## src/core/mmio_queue_defines.vh

```
// Register offsets and sizing constants for the queue bank.
`ifndef MMIO_QUEUE_DEFINES_VH
`define MMIO_QUEUE_DEFINES_VH
// =====================================================================
// Register offsets, byte addresses from the block base.
`define OFS_OFFERED_FEATURE_WORD_PICK 12'h014
`define OFS_ACCEPTED_FEATURE_BITS 12'h020
`define OFS_ACCEPTED_FEATURE_WORD_PICK 12'h024
`define OFS_DRIVER_PAGE_BYTES 12'h028
`define OFS_RING_INDEX_SELECT 12'h030
`define OFS_RING_SIZE_LIMIT 12'h034
`define OFS_RING_ENTRY_COUNT 12'h038
`define OFS_USED_RING_ALIGNMENT 12'h03c
`define OFS_RING_PAGE_FRAME 12'h040
`define OFS_RING_DOORBELL 12'h050
`define OFS_IRQ_PENDING_FLAGS 12'h060
`define OFS_IRQ_CLEAR_MASK 12'h064
`define OFS_DEVICE_STATUS 12'h070
// =====================================================================
// Queue count and index width.
`define RING_COUNT 4
`define RING_IDX_W 2
// Largest element count offered for every available queue.
`define RING_SIZE_MAX 32'h0000_0100
// Reset values.
`define RESET_WORD 32'h0000_0000
`define RESET_PAGE_BYTES 32'h0000_1000
`endif

```

## src/core/legacy_mmio_queue_regs.v

```verilog
// Page-addressed queue control register bank with event status flags.
`timescale 1ns/1ps
`include "mmio_queue_defines.vh"

module legacy_mmio_queue_regs
(
    SYS_CLK,
    RST_B,
    REG_ADDR,
    REG_WR,
    REG_RD,
    REG_WDATA,
    REG_RDATA,
    RING_AVAILABLE,
    EVENT_SET,
    RING_SEL_OUT,
    RING_ACTIVE,
    RING_BASE_ADDR,
    RING_ENTRY_COUNT,
    RING_ALIGNMENT,
    OFFERED_WORD_PICK,
    ACCEPTED_WORD_PICK,
    ACCEPTED_BITS,
    DOORBELL_PULSE,
    DOORBELL_DATA,
    IRQ_PENDING,
    DEVICE_STATUS
);
    input wire SYS_CLK;
    input wire RST_B;
    input wire [11:0] REG_ADDR;
    input wire REG_WR;
    input wire REG_RD;
    input wire [31:0] REG_WDATA;
    output reg [31:0] REG_RDATA;
    input wire [`RING_COUNT-1:0] RING_AVAILABLE;
    input wire [31:0] EVENT_SET;
    output wire [`RING_IDX_W-1:0] RING_SEL_OUT;
    output wire [`RING_COUNT-1:0] RING_ACTIVE;
    output wire [63:0] RING_BASE_ADDR;
    output wire [31:0] RING_ENTRY_COUNT;
    output wire [31:0] RING_ALIGNMENT;
    output wire [31:0] OFFERED_WORD_PICK;
    output wire [31:0] ACCEPTED_WORD_PICK;
    output wire [31:0] ACCEPTED_BITS;
    output reg DOORBELL_PULSE;
    output reg [31:0] DOORBELL_DATA;
    output wire [31:0] IRQ_PENDING;
    output wire [31:0] DEVICE_STATUS;

    // =================================================================
    // Reset release through two flip-flops.
    reg rst_meta_ff;
    reg rst_sync_ff;
    always @(posedge SYS_CLK or negedge RST_B)
    begin
        if (!RST_B)
        begin
            rst_meta_ff <= 1'b0;
            rst_sync_ff <= 1'b0;
        end
        else
        begin
            rst_meta_ff <= 1'b1;
            rst_sync_ff <= rst_meta_ff;
        end
    end
    wire rst_n = rst_sync_ff;

    // =================================================================
    // Write decode and shared state.
    reg [31:0] offered_pick_ff;
    reg [31:0] accepted_bits_ff;
    reg [31:0] accepted_pick_ff;
    reg [31:0] page_bytes_ff;
    reg [`RING_IDX_W-1:0] sel_ff;
    reg [31:0] pending_ff;
    reg [31:0] status_ff;
    reg [31:0] count_mem [0:`RING_COUNT-1];
    reg [31:0] align_mem [0:`RING_COUNT-1];
    reg [31:0] frame_mem [0:`RING_COUNT-1];

    // Address match is a function because reads and writes both use it.
    function hit;
        input [11:0] addr;
        input [11:0] ofs;
        begin
            hit = (addr == ofs);
        end
    endfunction

    wire wr_status = REG_WR && hit(REG_ADDR, `OFS_DEVICE_STATUS);
    wire status_reset = wr_status && (REG_WDATA == `RESET_WORD);

    // Global registers; of these, a status reset clears only the status word and leaves the driver settings.
    always @(posedge SYS_CLK or negedge rst_n)
    begin
        if (!rst_n)
        begin
            offered_pick_ff <= `RESET_WORD;
            accepted_bits_ff <= `RESET_WORD;
            accepted_pick_ff <= `RESET_WORD;
            page_bytes_ff <= `RESET_PAGE_BYTES;
            sel_ff <= {`RING_IDX_W{1'b0}};
            status_ff <= `RESET_WORD;
        end
        else
        begin
            if (REG_WR && hit(REG_ADDR, `OFS_OFFERED_FEATURE_WORD_PICK))
                offered_pick_ff <= REG_WDATA;
            if (REG_WR && hit(REG_ADDR, `OFS_ACCEPTED_FEATURE_BITS))
                accepted_bits_ff <= REG_WDATA;
            if (REG_WR && hit(REG_ADDR, `OFS_ACCEPTED_FEATURE_WORD_PICK))
                accepted_pick_ff <= REG_WDATA;
            if (REG_WR && hit(REG_ADDR, `OFS_DRIVER_PAGE_BYTES))
                page_bytes_ff <= REG_WDATA;
            if (REG_WR && hit(REG_ADDR, `OFS_RING_INDEX_SELECT))
                sel_ff <= REG_WDATA[`RING_IDX_W-1:0];
            // Writing non-zero sets flags; zero clears them all.
            if (wr_status)
                status_ff <= status_reset ? `RESET_WORD :
                    (status_ff | REG_WDATA);
        end
    end

    // =================================================================
    // Per-queue storage; selection only steers which entry is touched.
    genvar g;
    generate
        for (g = 0; g < `RING_COUNT; g = g + 1)
        begin : ring_slot
            wire mine = (sel_ff == g);
            always @(posedge SYS_CLK or negedge rst_n)
            begin
                if (!rst_n)
                begin
                    count_mem[g] <= `RESET_WORD;
                    align_mem[g] <= `RESET_WORD;
                    frame_mem[g] <= `RESET_WORD;
                end
                else
                begin
                    if (REG_WR && mine &&
                        hit(REG_ADDR, `OFS_RING_ENTRY_COUNT))
                        count_mem[g] <= REG_WDATA;
                    if (REG_WR && mine &&
                        hit(REG_ADDR, `OFS_USED_RING_ALIGNMENT))
                        align_mem[g] <= REG_WDATA;
                    // Device reset wins over a frame write to any queue.
                    if (status_reset)
                        frame_mem[g] <= `RESET_WORD;
                    else if (REG_WR && mine &&
                        hit(REG_ADDR, `OFS_RING_PAGE_FRAME))
                        frame_mem[g] <= REG_WDATA;
                end
            end
            // A zero frame is illegal, so it marks the queue inactive.
            assign RING_ACTIVE[g] = (frame_mem[g] != `RESET_WORD);
        end
    endgenerate

    // =================================================================
    // Event flags: set beats acknowledge in the same cycle.
    wire [31:0] ack_mask = (REG_WR && hit(REG_ADDR, `OFS_IRQ_CLEAR_MASK)) ?
        REG_WDATA : `RESET_WORD;
    always @(posedge SYS_CLK or negedge rst_n)
    begin
        if (!rst_n)
            pending_ff <= `RESET_WORD;
        else if (status_reset)
            pending_ff <= EVENT_SET;
        else
            pending_ff <= (pending_ff & ~ack_mask) | EVENT_SET;
    end

    // Doorbell write raises a one-cycle pulse with the written word.
    always @(posedge SYS_CLK or negedge rst_n)
    begin
        if (!rst_n)
        begin
            DOORBELL_PULSE <= 1'b0;
            DOORBELL_DATA <= `RESET_WORD;
        end
        else
        begin
            DOORBELL_PULSE <= REG_WR && hit(REG_ADDR, `OFS_RING_DOORBELL);
            if (REG_WR && hit(REG_ADDR, `OFS_RING_DOORBELL))
                DOORBELL_DATA <= REG_WDATA;
        end
    end

    // =================================================================
    // Read data is registered; write-only and unmapped offsets read zero.
    reg [31:0] nxt_rdata;
    always @*
    begin
        nxt_rdata = `RESET_WORD;
        if (hit(REG_ADDR, `OFS_RING_SIZE_LIMIT))
            nxt_rdata = RING_AVAILABLE[sel_ff] ?
                `RING_SIZE_MAX : `RESET_WORD;
        else if (hit(REG_ADDR, `OFS_RING_PAGE_FRAME))
            nxt_rdata = frame_mem[sel_ff];
        else if (hit(REG_ADDR, `OFS_IRQ_PENDING_FLAGS))
            nxt_rdata = pending_ff;
        else if (hit(REG_ADDR, `OFS_DEVICE_STATUS))
            nxt_rdata = status_ff;
    end

    always @(posedge SYS_CLK or negedge rst_n)
    begin
        if (!rst_n)
            REG_RDATA <= `RESET_WORD;
        else if (REG_RD)
            REG_RDATA <= nxt_rdata;
    end

    // =================================================================
    // Selected queue view for the ring engine.
    wire [63:0] frame_wide = {32'h0000_0000, frame_mem[sel_ff]};
    wire [63:0] page_wide = {32'h0000_0000, page_bytes_ff};
    wire [127:0] base_full = frame_wide * page_wide;
    // Truncation is safe: a 32-bit frame times a 32-bit size fits 64 bits.
    assign RING_BASE_ADDR = base_full[63:0];
    assign RING_SEL_OUT = sel_ff;
    assign RING_ENTRY_COUNT = count_mem[sel_ff];
    assign RING_ALIGNMENT = align_mem[sel_ff];
    assign OFFERED_WORD_PICK = offered_pick_ff;
    assign ACCEPTED_WORD_PICK = accepted_pick_ff;
    assign ACCEPTED_BITS = accepted_bits_ff;
    assign IRQ_PENDING = pending_ff;
    assign DEVICE_STATUS = status_ff;
endmodule // legacy_mmio_queue_regs

```

## config.mk

```make
export PLATFORM = sky130hd
export DESIGN_NAME = legacy_mmio_queue_regs
export DESIGN_NICKNAME = d
export VERILOG_FILES = /design/src/core/legacy_mmio_queue_regs.v
export VERILOG_INCLUDE_DIRS = /design/src /design/src/core
export SDC_FILE = /design/constraint.sdc
export NUM_CORES = 2
export LEC_CHECK = 0
export BUFFER_PORTS_ARGS = -buffer_cell sky130_fd_sc_hd__buf_4
export CORE_MARGIN = 10
export CORE_UTILIZATION = 50
export DETAILED_ROUTE_END_ITERATION = 10
export GPL_TIMING_DRIVEN = 0
export HOLD_SLACK_MARGIN = 0.08
export PLACE_DENSITY = 0.79
export SYNTH_ARGS = -nofsm -noshare
export SYNTH_HDL_FRONTEND = slang
export SYNTH_SLANG_ARGS = --single-unit
```

## constraint.sdc

```tcl
create_clock -name SYS_CLK -period 23.7 [get_ports SYS_CLK]
set_input_delay 4.74 -clock SYS_CLK [delete_from_list [all_inputs] [get_ports SYS_CLK]]
set_output_delay 4.74 -clock SYS_CLK [all_outputs]
set_load 0.02 [all_outputs]
```

==> results.cfg <==
[run_status]
status = finished, final reports clean

[sta]
relSlewSlack_pct = 7.93
slew_viol_final = 0
hold_violations = 0
fin_crit_sh_pct = 73.4
worst_pin_slew_ns = 1.38
fin_ws_ns = 6.31
totalNegativeSetupSlack_ns = 0
final.min_clock_period_ns = 17.39
skew_ns = 0.0345
rsz0062_at_grt = false
setup_viol = 0
fmax_ghz = 0.0575

[global_routing]
antenna_found_initial = 15
grt_pass1_wl_um = 335000
grt_use_met2_pct = 54.1
grt_max_degree = 74
met1_usage_pct = 40.6
grt.total_usage_pct = 33.9
gr-usage-met3_pct = 9.32
grt_pass1_vias = 48400
grt-ovfl-total = 0
top_usage_layer = met2

[cts]
cts.sinks = 645
cts_tree = built
cts.clk_slew.worst_paths_ns = 0.07
cts_buffers = 54
htree_levels = 2
cts.path.max_buffers = 3
clock_latency_ns = 0.64
hold_buffers = 0
cts-root-buf = clkbuf_16
post_cts_resized = 0
post_cts_buffers = 0

[setup_path]
criticalPathCategory = reg2out
critPathBufInv = 8
cpLargestDelayFamily = adder cells
worstPathMaxFanout = 10
cp-start-kind = register
required_ns = 18.96
reg2reg_to = align_mem[15]
worstRegToRegCells = 5
timing.rr.start = RING_SEL_OUT[1]
cp.depth = 27
cp-end-kind = primary output
cp-startpoint = RING_SEL_OUT[1]
critPathMostFrequentCell = fa_1
slowest_delay_ns = 0.97
critPathArrivalTime_ns = 12.65
r2r_slack_ns = 20.05
critPathSlowestCell = clkbuf_1
crit_end = RING_BASE_ADDR[63]

[floorplan]
core_region_area_um2 = 120000
num_rows = 127
die_w_um = 367
die_y_um = 367
initial_core_util_pct = 50.4
ios = 443
die_area_um2 = 135000

[yosys]
avgSynthCellArea_um2 = 11.0
syn_inst = 5508
synth_seq_cells = 645
netlist_area_um2 = 60300
synth-async-reset-ratio_pct = 100
yosys_warnings = 0
synth_flop_cell = dfrtp_1
synth_cell_types = 75
synth_top_cell_area_share_pct = 29.7
synthesis.nets = 6751
synth-edff-count = 0
netlist_top_cells_area = fa_1 (30%), dfrtp_1 (27%), mux2_2 (7.6%)
yosysTopAreaCell = fa_1
ys_seq_area_share_pct = 26.8

[finish]
post-route-util_pct = 56.6
n_fill_cell = 10300
reg.largest.list = align_mem: 128 flops, count_mem: 128 flops, frame_mem: 128 flops
postLayoutCellArea_um2 = 67800
syn2layout_area_growth_pct = 12.4
drive_above_1_share_pct = 18.6
nets = 7256

[routing]
routedWlPerCell_um = 30.3
drtPass1Iterations = 5
drtAntennaViolNets = 0
drc = 0
avgViaCountPerCell = 5.93
drt_wl_total_um = 232000
drt-initial-drc-count = 4653
vias = 45600

[placement]
portBuffers = 438
gp_routability_congestion = 1.06
pre_cts_ws_ns = 7.18
dp_hpwl_um = 188000
placed_area_um2 = 65900

[flow_run]
max_cap_viol_count = 0

[power]
power_density_nw_per_um2 = 32.0
total_power_uw = 2170
p_leak_uw = 0.0343
vdd_drop_max_mv = 0.0615

[hold_path]
holdCritPathClass = reg2reg
-- cells in the mapped netlist, types with 30 or more instances --
library cell / instances
fa_1: 896
inv_1: 884
dfrtp_1: 644
and2_1: 612
nand2_1: 525
mux2_2: 407
clkbuf_1: 341
ha_1: 263
a22o_1: 160
mux4_2: 97
a21oi_1: 89
nor2_1: 77
buf_1: 47
nor4_1: 44
xnor2_1: 39
a31o_2: 33
mux2i_1: 32
o22ai_1: 32
a21o_1: 31
nand4_1: 30
-- per-stage QoR --
step | hold slack (ns) | instances
4_1_cts | 0.361 | 7669
6_report | 0.356 | 7680
5_1_grt | 0.365 | 7672
3_5_place_dp | 0.347 | 7569
3_3_place_gp | 0.335 | 7558
2_1_floorplan | 0.331 | 5508
-- report_power, final --
group / switching (uW) / internal (uW) / total (uW)
Sequential: 4.16 / 1100 / 1110
Clock: 440 / 516 / 955
Combinational: 81.1 / 27.9 / 109
Total: 525 / 1650 / 2170
-- cell type report --
| type | count | area (um^2) | share of cell area [%] |
|---|---|---|---|
| Antenna cell | 11 | 27.5 | 0.0406 |
| Buffer | 407 | 1580 | 2.32 |
| Clock buffer | 72 | 1540 | 2.27 |
| Clock inverter | 28 | 323 | 0.476 |
| Inverter | 884 | 3320 | 4.89 |
| Multi-Input combinational cell | 3572 | 39300 | 58.0 |
| Sequential cell | 645 | 16100 | 23.8 |
| Tap cell | 1612 | 2020 | 2.97 |
| Timing Repair Buffer | 449 | 3570 | 5.26 |
-- how the worst min path moves through the flow --
stage | start | depth (start not counted) | endpoint | slack (ns)
after global routing | rst_meta_ff | 0 | rst_n | 0.37
after CTS | rst_meta_ff | 0 | rst_n | 0.36
after global placement | rst_meta_ff | 0 | rst_n | 0.33
after detailed placement | rst_meta_ff | 0 | rst_n | 0.35
final | rst_meta_ff | 0 | rst_n | 0.36
after floorplan | rst_meta_ff | 0 | rst_n | 0.33
-- kinds of logic (layout without fill, tap and decap cells) --
group	after synthesis	count (layout)	synth area share, %
compound gates	450	450	5.54
other cells	1	12	0.00622
flops	645	645	26.8
simple gates	1354	1354	11.6
mux	547	547	12.0
fa+ha+maj	1159	1159	35.2
buf+inv	1291	1840	8.11
xor+xnor	61	61	0.885
-- placed cells by master (no fill, tap or decap), drive strengths merged, types with 8 or more instances in the layout --
| master | netlist | layout |
|---|---|---|
| nor2 | 78 | 78 |
| nand2 | 527 | 527 |
| o21ai | 33 | 33 |
| clkinv | 0 | 16 |
| a31oi | 15 | 15 |
| clkbuf | 342 | 414 |
| diode | 0 | 11 |
| fa | 896 | 896 |
| mux4 | 97 | 97 |
| a211oi | 8 | 8 |
| a31o | 33 | 33 |
| xor2 | 22 | 22 |
| buf | 65 | 514 |
| xnor2 | 39 | 39 |
| mux2i | 32 | 32 |
| dfrtp | 644 | 644 |
| ha | 263 | 263 |
| inv | 884 | 886 |
| and3 | 9 | 9 |
| o22ai | 32 | 32 |
| nor4 | 44 | 44 |
| nand4 | 30 | 30 |
| and2 | 613 | 613 |
| mux2 | 418 | 418 |
| nand3 | 12 | 12 |
| a21o | 32 | 32 |
| nor3 | 9 | 9 |
| a21oi | 90 | 90 |
| o21bai | 8 | 8 |
| a22o | 160 | 160 |
| o21a | 10 | 10 |
-- layer usage --
layer / part of all wire [%] / wire [um] / up-vias
li1: - / - / 18400
met4: 7.8 / 18100 / 10
met1: 36 / 83200 / 23700
met2: 46 / 107000 / 2709
met5: 0.029 / 67 / -
met3: 11 / 24600 / 728
No activity file was read; power rests on OpenSTA's default activity.
